## config.mk

```make
export PLATFORM = sky130hd
export DESIGN_NAME = uss_core
export DESIGN_NICKNAME = d
export VERILOG_FILES = /design/src/logic/uss_pkg.sv /design/src/logic/uss_core.sv
export SDC_FILE = /design/constraint.sdc
export NUM_CORES = 1
export LEC_CHECK = 0
export BUFFER_PORTS_ARGS = -buffer_cell sky130_fd_sc_hd__buf_2
export CORE_MARGIN = 4
export CORE_UTILIZATION = 45
export CTS_BUF_LIST = sky130_fd_sc_hd__clkbuf_8
export DETAILED_ROUTE_END_ITERATION = 8
export PLACE_DENSITY = 0.79
export SYNTH_ARGS = -nofsm -noshare
export SYNTH_HDL_FRONTEND = slang
export SYNTH_SLANG_ARGS = --single-unit
```

## constraint.sdc

```tcl
create_clock -name clk -period 1.7 [get_ports clk]
set_input_delay 0.17 -clock clk [delete_from_list [all_inputs] [get_ports clk]]
set_output_delay 0.17 -clock clk [all_outputs]
set_load 0.01 [all_outputs]
```

## src/logic/uss_pkg.sv

```systemverilog
// Package: register map, field positions and reset values of the serial shift control
`default_nettype none
package uss_pkg;
  // Register byte offsets
  localparam logic [11:0] USS_CTRL_OFF   = 12'h000;
  localparam logic [11:0] USS_STAT_OFF   = 12'h004;
  localparam logic [11:0] USS_PINPOS_OFF = 12'h008;
  localparam logic [11:0] USS_DATA_OFF   = 12'h00C;
  localparam logic [11:0] USS_PORT_OFF   = 12'h010;
  // Control field positions
  localparam int CTRL_TOGGLE_BIT = 0;
  localparam int CTRL_STROBE_BIT = 1;
  localparam int CTRL_CS_LSB     = 2;
  localparam int CTRL_WM_LSB     = 4;
  // Status field positions
  localparam int STAT_CNT_LSB    = 0;
  localparam int STAT_OVF_BIT    = 6;
  localparam int STAT_START_BIT  = 7;
  // Port register field positions
  localparam int PORT_SDA_OUT    = 0;
  localparam int PORT_DO_OUT     = 1;
  localparam int PORT_SCL_OUT    = 2;
  localparam int PORT_SDA_DIR    = 3;
  localparam int PORT_DO_DIR     = 4;
  localparam int PORT_SCL_DIR    = 5;
  // Reset values
  localparam logic [7:0] CTRL_RESET   = 8'h00;
  localparam logic [7:0] PINPOS_RESET = 8'h00;
  localparam logic [7:0] DATA_RESET   = 8'h00;
  localparam logic [5:0] PORT_RESET   = 6'h00;
  localparam logic [3:0] CNT_RESET    = 4'h0;
  localparam logic [3:0] CNT_MAX      = 4'hF;
  // Wire modes
  typedef enum logic [1:0] {
    WM_OFF   = 2'b00,
    WM_THREE = 2'b01,
    WM_TWO   = 2'b10,
    WM_TWO_H = 2'b11
  } uss_wm_t;
  // Clock sources
  typedef enum logic [1:0] {
    CS_SOFT  = 2'b00,
    CS_TIMER = 2'b01,
    CS_EXTP  = 2'b10,
    CS_EXTN  = 2'b11
  } uss_cs_t;
endpackage
`default_nettype wire

```

## src/logic/uss_core.sv

```systemverilog
// Serial shift control: wire modes, clock sources, strobes, pin routing, APB registers
//
// The APB slave port and the placing of the registers were decided locally.
`default_nettype none
module uss_core
  import uss_pkg::*;
#(
  parameter int DATA_W = 8
)(
  // Clock and reset
  input  wire logic        clk,
  input  wire logic        reset_n,
  // APB slave
  input  wire logic        psel,
  input  wire logic        penable,
  input  wire logic        pwrite,
  input  wire logic [11:0] paddr,
  input  wire logic [31:0] pwdata,
  output logic             pready,
  output logic [31:0]      prdata,
  output logic             pslverr,
  // Timer compare match and start detector
  input  wire logic        timer_match,
  input  wire logic        start_detect,
  // Port B pins 0..2 (oe low = driving)
  input  wire logic [2:0]  pb_in,
  output logic [2:0]       pb_out,
  output logic [2:0]       pb_oe_n,
  output logic [2:0]       pb_pullup_off,
  // Port A pins 2,4,5 as [0]=PA4,[1]=PA2,[2]=PA5
  input  wire logic [2:0]  pa_in,
  output logic [2:0]       pa_out,
  output logic [2:0]       pa_oe_n,
  output logic [2:0]       pa_pullup_off
);

  logic [7:0]        ctrl_q;
  logic              pinpos_q;
  logic [DATA_W-1:0] data_q;
  logic [5:0]        port_q;
  logic [3:0]        cnt_q;
  logic              ovf_q;
  logic              start_q;
  logic              dout_q;
  logic [5:0]        pin_s1_q;
  logic [5:0]        pin_s2_q;
  logic              sclk_prev_q;
  logic              sdi_prev_q;
  logic              tm_s1_q;
  logic              tm_s2_q;
  logic              tm_prev_q;

  uss_wm_t wm;
  uss_cs_t cs;
  logic    strobe_sel;
  logic    wr, rd;
  logic    wr_ctrl, wr_stat, wr_data;
  logic    strobe_wr, toggle_wr;
  logic    sclk_in, sdi_in;
  logic    rise, fall;
  logic    tm_pulse;
  logic    shift_en, count_en;
  logic    two_wire;
  logic    scl_hold;
  logic    sda_low, scl_low;
  logic    dout_now;
  logic [2:0] ifc_out, ifc_oe_n;

  assign wm         = uss_wm_t'(ctrl_q[CTRL_WM_LSB +: 2]);
  assign cs         = uss_cs_t'(ctrl_q[CTRL_CS_LSB +: 2]);
  assign strobe_sel = ctrl_q[CTRL_STROBE_BIT];
  assign two_wire   = wm[1];

  // APB decode: zero-wait, unmapped reads zero with error
  assign pready    = 1'b1;
  assign wr        = psel && penable && pwrite;
  assign rd        = psel && penable && !pwrite;
  assign wr_ctrl   = wr && (paddr == USS_CTRL_OFF);
  assign wr_stat   = wr && (paddr == USS_STAT_OFF);
  assign wr_data   = wr && (paddr == USS_DATA_OFF);
  assign strobe_wr = wr_ctrl && pwdata[CTRL_STROBE_BIT];
  assign toggle_wr = wr_ctrl && pwdata[CTRL_TOGGLE_BIT];

  // Both pin groups synchronised before the position mux
  always_ff @(posedge clk)
  begin
    if (!reset_n)
    begin
      pin_s1_q <= 6'h3F;
      pin_s2_q <= 6'h3F;
    end
    else
    begin
      pin_s1_q <= {pa_in, pb_in};
      pin_s2_q <= pin_s1_q;
    end
  end
  assign sdi_in  = pinpos_q ? pin_s2_q[3] : pin_s2_q[0];
  assign sclk_in = pinpos_q ? pin_s2_q[5] : pin_s2_q[2];

  // Edge detect on clock pin and timer event
  always_ff @(posedge clk)
  begin
    if (!reset_n)
    begin
      sclk_prev_q <= 1'b1;
      sdi_prev_q  <= 1'b1;
      tm_s1_q     <= 1'b0;
      tm_s2_q     <= 1'b0;
      tm_prev_q   <= 1'b0;
    end
    else
    begin
      sclk_prev_q <= sclk_in;
      sdi_prev_q  <= sdi_in;
      tm_s1_q     <= timer_match;
      tm_s2_q     <= tm_s1_q;
      tm_prev_q   <= tm_s2_q;
    end
  end
  assign rise     = sclk_in && !sclk_prev_q;
  assign fall     = !sclk_in && sclk_prev_q;
  assign tm_pulse = tm_s2_q && !tm_prev_q;

  // Clock source selection
  always_comb
  begin
    shift_en = 1'b0;
    count_en = 1'b0;
    unique case (cs)
      CS_SOFT:
      begin
        shift_en = strobe_wr;
        count_en = strobe_wr;
      end
      CS_TIMER:
      begin
        shift_en = tm_pulse;
        count_en = tm_pulse;
      end
      CS_EXTP:
      begin
        shift_en = rise;
        count_en = strobe_sel ? toggle_wr : (rise || fall);
      end
      CS_EXTN:
      begin
        shift_en = fall;
        count_en = strobe_sel ? toggle_wr : (rise || fall);
      end
    endcase
  end

  // Control register; toggle not stored, strobe kept as counter source select
  always_ff @(posedge clk)
  begin
    if (!reset_n)
      ctrl_q <= CTRL_RESET;
    else if (wr_ctrl)
      ctrl_q <= {pwdata[7:1], 1'b0};
  end

  // Pin position register
  always_ff @(posedge clk)
  begin
    if (!reset_n)
      pinpos_q <= PINPOS_RESET[0];
    else if (wr && paddr == USS_PINPOS_OFF)
      pinpos_q <= pwdata[0];
  end

  // Port output and direction bits
  always_ff @(posedge clk)
  begin
    if (!reset_n)
      port_q <= PORT_RESET;
    else if (wr && paddr == USS_PORT_OFF)
      port_q <= pwdata[5:0];
    else if (toggle_wr)
      port_q[PORT_SCL_OUT] <= !port_q[PORT_SCL_OUT];
  end

  // Data shift register; shifted bit is previous-cycle sample
  always_ff @(posedge clk)
  begin
    if (!reset_n)
      data_q <= DATA_RESET[DATA_W-1:0];
    else if (wr_data)
      data_q <= pwdata[DATA_W-1:0];
    else if (shift_en)
      data_q <= {data_q[DATA_W-2:0], sdi_prev_q};
  end

  // Counter and overflow flag; status write wins over count and over set
  always_ff @(posedge clk)
  begin
    if (!reset_n)
    begin
      cnt_q <= CNT_RESET;
      ovf_q <= 1'b0;
    end
    else
    begin
      if (wr_stat)
        cnt_q <= pwdata[STAT_CNT_LSB +: 4];
      else if (count_en)
        cnt_q <= cnt_q + 4'h1;
      if (count_en && !wr_stat && cnt_q == CNT_MAX)
        ovf_q <= 1'b1;
      else if (wr_stat && pwdata[STAT_OVF_BIT])
        ovf_q <= 1'b0;
    end
  end

  // Start flag; write one clears, set wins
  always_ff @(posedge clk)
  begin
    if (!reset_n)
      start_q <= 1'b0;
    else if (two_wire && start_detect)
      start_q <= 1'b1;
    else if (wr_stat && pwdata[STAT_START_BIT])
      start_q <= 1'b0;
  end

  // Output latch: opposite edge for external clock
  always_ff @(posedge clk)
  begin
    if (!reset_n)
      dout_q <= 1'b0;
    else if ((cs == CS_EXTP && fall) || (cs == CS_EXTN && rise))
      dout_q <= data_q[DATA_W-1];
  end
  assign dout_now = cs[1] ? dout_q : data_q[DATA_W-1];

  // Pin drive by wire mode
  assign scl_hold = (start_q && port_q[PORT_SCL_DIR]) || (wm == WM_TWO_H && ovf_q);
  assign sda_low  = !data_q[DATA_W-1] || !port_q[PORT_SDA_OUT];
  assign scl_low  = !port_q[PORT_SCL_OUT] || scl_hold;

  always_comb
  begin
    ifc_out  = 3'b000;
    ifc_oe_n = 3'b111;
    unique case (wm)
      WM_OFF, WM_THREE:
      begin
        // Data-in and clock behave as port pins
        ifc_out[0]  = port_q[PORT_SDA_OUT];
        ifc_oe_n[0] = !port_q[PORT_SDA_DIR];
        ifc_out[2]  = port_q[PORT_SCL_OUT];
        ifc_oe_n[2] = !port_q[PORT_SCL_DIR];
        ifc_out[1]  = (wm == WM_THREE) ? dout_now : port_q[PORT_DO_OUT];
        ifc_oe_n[1] = !port_q[PORT_DO_DIR];
      end
      WM_TWO, WM_TWO_H:
      begin
        ifc_oe_n[0] = !(port_q[PORT_SDA_DIR] && sda_low);
        ifc_oe_n[2] = !(port_q[PORT_SCL_DIR] && scl_low);
        ifc_out[1]  = port_q[PORT_DO_OUT];
        ifc_oe_n[1] = !port_q[PORT_DO_DIR];
      end
    endcase
  end

  // Route to selected port
  assign pb_out        = pinpos_q ? 3'b000 : ifc_out;
  assign pb_oe_n       = pinpos_q ? 3'b111 : ifc_oe_n;
  assign pa_out        = pinpos_q ? ifc_out : 3'b000;
  assign pa_oe_n       = pinpos_q ? ifc_oe_n : 3'b111;
  assign pb_pullup_off = (!pinpos_q && two_wire) ? 3'b101 : 3'b000;
  assign pa_pullup_off = (pinpos_q && two_wire) ? 3'b101 : 3'b000;

  // Read mux
  always_comb
  begin
    prdata  = 32'h0000_0000;
    pslverr = 1'b0;
    if (rd)
    begin
      unique case (paddr)
        USS_CTRL_OFF:   prdata[7:0] = {ctrl_q[7:2], 2'b00};
        USS_STAT_OFF:   prdata[7:0] = {start_q, ovf_q, 2'b00, cnt_q};
        USS_PINPOS_OFF: prdata[7:0] = {7'b000_0000, pinpos_q};
        USS_DATA_OFF:   prdata[DATA_W-1:0] = data_q;
        USS_PORT_OFF:   prdata[5:0] = port_q;
        default:        pslverr = 1'b1;
      endcase
    end
  end
endmodule
`default_nettype wire

```

==> flow_metrics.py <==
metrics = {
    "outcome": {
        "outcome": "finished with violations",
        "failed_checks": "negative setup slack",
    },
    "synth": {
        "synthSimpleGateAreaFrac_pct": 26.72,
        "syn_inst": 298,
        "synth.top_cells.by_area": "dfxtp_1 33%, mux2i_1 10%, buf_4 9.0%, nand3_1 3.7%, a21oi_1 3.1%",
        "synth-compound-area-share_pct": 15.20,
        "synth_xor_area_share_pct": 0.3388,
        "synth_fa_ha_area_share_pct": 1.452,
        "avgSynthCellArea_um2": 8.674,
        "synth_seq_cells": 42,
        "postSynth.asyncResetShare_pct": 0,
        "synth.area.mux_share_pct": 10.50,
        "synth.distinct_cells": 49,
        "yosys_warnings": 0,
        "yosysTopAreaCell": "dfxtp_1",
        "syn_area_um2": 2585,
        "yosysTopAreaCellShare_pct": 32.53,
        "synth_edf_count": 0,
        "synthFlopType": "dfxtp_1",
        "ys_seq_area_share_pct": 32.53,
        "synth_top_family_by_area": "simple AND/OR/NAND/NOR gates",
    },
    "layout": {
        "nFillCells": 476,
        "fin_area_um2": 3263,
        "syn_to_final_growth_pct": 26.23,
        "drive_gt1_share_pct": 36.68,
        "final_common_cell": "buf_2",
        "layout_common_cells": "52 x buf_2, 40 x dfxtp_1, 27 x conb_1, 25 x mux2i_1, 22 x buf_4",
        "antenna-diode-count": 0,
        "nNetsFinal": 428,
        "finish.utilization_pct": 58.90,
    },
    "sta": {
        "max-slew-margin-rel_pct": 58.04,
        "rsz0062_at_grt": "true",
        "tightest_slew_ps": 629.3,
        "fin_crit_ps": 1847,
        "hold_viol_final": 0,
        "fin_ws_ps": -147.0,
        "skew_ps": 6.749,
        "finalSetupViolations": 8,
        "finalSetupTns_ps": -806.5,
        "max_freq_mhz": 541.4,
        "maxSlewViolCount": 0,
        "fin_crit_sh_pct": 108.6,
    },
    "floorplanning": {
        "dieHeight_um": 83.79,
        "die_area_um2": 7021,
        "die_w_um": 83.79,
        "initial_core_util_pct": 46.66,
        "rows": 27,
        "ios": 109,
        "core_um2": 5540,
    },
    "job": {
        "maxCapViolCount": 0,
    },
    "clock_tree": {
        "h-tree-depth": 2,
        "path_clk_slew_ps": 70,
        "clock_sinks": 42,
        "clockBufferDepth": 2,
        "root_buffer": "clkbuf_8",
        "cts_tree": "built",
        "cts_buffers": 5,
        "holdBufCountCts": 0,
        "clk_latency_ps": 290,
    },
    "placement": {
        "dp.final_hpwl_mm": 4.884,
        "numPortBuffers": 55,
        "placedInstanceArea_um2": 2922,
        "routabilityCongestion": 0.8672,
    },
    "grt": {
        "antenna_found_initial": 0,
        "track_usage_pct": 19.17,
        "grt_overflow_total": 0,
        "grt_pass1_vias": 2260,
        "grt_start_max_net_pins": 33,
        "grt_pass1_wl_mm": 11.02,
    },
    "route": {
        "routed_via_density": 5.443,
        "routed-via-count": 2395,
        "first_iter_violations": 220,
        "ant_nets": 0,
        "dr.pass1.iters": 4,
        "wl_mm": 6.941,
        "drc_errors": 0,
        "wl_per_cell_um": 15.78,
    },
    "worst_setup_path": {
        "worstPathArrival_ps": 1680,
        "crit_type": "in -> out",
        "required_ps": 1530,
        "crit_fanout": 4,
        "end_kind": "primary output",
        "worstSetupStartpointType": "input pin",
        "worst-r2r-cell-count": 8,
    },
    "power_and_ir_drop": {
        "max-vdd-ir-drop_uv": 528.5,
        "leakage_nw": 1.410,
        "power_density_nw_per_um2": 551.8,
    },
    "hold_path": {
        "hold_path_class": "in -> reg",
        "worstHoldPathCells": 2,
    },
}
[repair_timing]
item / 4_1_cts / 5_1_grt
gates resized for setup: 19 / 27
pin swaps: 8 / 8
buffers inserted: 6 / 1
setup endpoints to repair: 22 / 30
[synth_stat cells, types with 7 or more instances]
master / n
o31ai_1: 8
dfxtp_1: 42
nand2b_1: 11
and3_1: 7
mux2i_1: 26
nor2b_1: 12
o21ai_0: 8
nand3_1: 19
a21oi_1: 16
nor2_1: 17
buf_4: 31
nand2_1: 16
clkbuf_1: 8
nor3b_1: 7
[sequential cells by signal (all words and copies together), names as in the netlist]
| register | cells |
|---|---|
| cnt_q | 4 |
| ctrl_q | 7 |
| pin_s2_q | 4 |
| port_q | 6 |
| tm_s1_q | 1 |
| dout_q | 1 |
| start_q | 1 |
| pin_s1_q | 4 |
| tm_s2_q | 1 |
| sclk_prev_q | 1 |
| ovf_q | 1 |
| data_q | 8 |
| sdi_prev_q | 1 |
| tm_prev_q | 1 |
| pinpos_q | 1 |
[worst max-delay path, stage by stage]
cell	delay (ps)
buf_6	90
or4_4	560
buf_4	170
nor4_4	180
buf_4	180
a22oi_1	70
nor2_1	110
buf_2	140
[worst paths after layout]
check	from	slack, ps	to
setup / recovery	paddr[8]	-150	prdata[2]
hold / removal	pa_in[2]	60	pin_s1_q[5]
setup reg to reg	pinpos_q	50	data_q[6]
hold reg to reg	pin_s1_q[0]	410	pin_s2_q[0]
[power breakdown]
group,switching (W),internal [W],total [W],leakage (nW)
combinational,0.000122,0.0000750,0.000197,1.02
clock,0.000332,0.000271,0.000603,0.0466
sequential,0.00000480,0.000996,0.00100,0.342
[area by class of cell]
type                            count  area [µm²]  area share (%)
Inverter                            3       11.26          0.3451
Timing Repair Buffer               83       526.8           16.14
Tap cell                           72       90.09           2.761
Sequential cell                    42       843.3           25.84
Multi-Input combinational cell    233        1715           52.57
Clock inverter                      2       7.507          0.2301
Clock buffer                        5       68.82           2.109
[kinds of logic after synthesis]
group                      count (synthesis)
and+or+nand+nor                          117
AOI/OAI and AO/OA                         58
buffers and inverters                     48
DFF                                       42
muxes                                     27
adders and majority gates                  3
other                                      2
xor gates and xnor gates                   1
[through the flow]
step	total power [W]	hold slack, ps	std cells	worst slack (ps)
2_1_floorplan	0.001170	243.0	323	-83.93
3_3_place_gp	0.001188	351.9	427	-274.0
3_5_place_dp	0.001191	357.3	427	-244.7
4_1_cts	0.001796	47.57	440	-196.1
5_1_grt	0.001884	59.16	440	-217.6
6_report	0.001801	56.09	440	-147.0
[metal layers]
| layer | wire length (µm) | up-vias | GRT usage [%] |
|---|---|---|---|
| li1 | - | 1148 | - |
| met1 | 2887 | 1136 | 24.55 |
| met2 | 3403 | 101 | 31.53 |
| met3 | 556 | 10 | 4.442 |
| met4 | 93 | 0 | 6.725 |
| met5 | 0 | - | 0 |
Power figures use the tool's default switching activity.
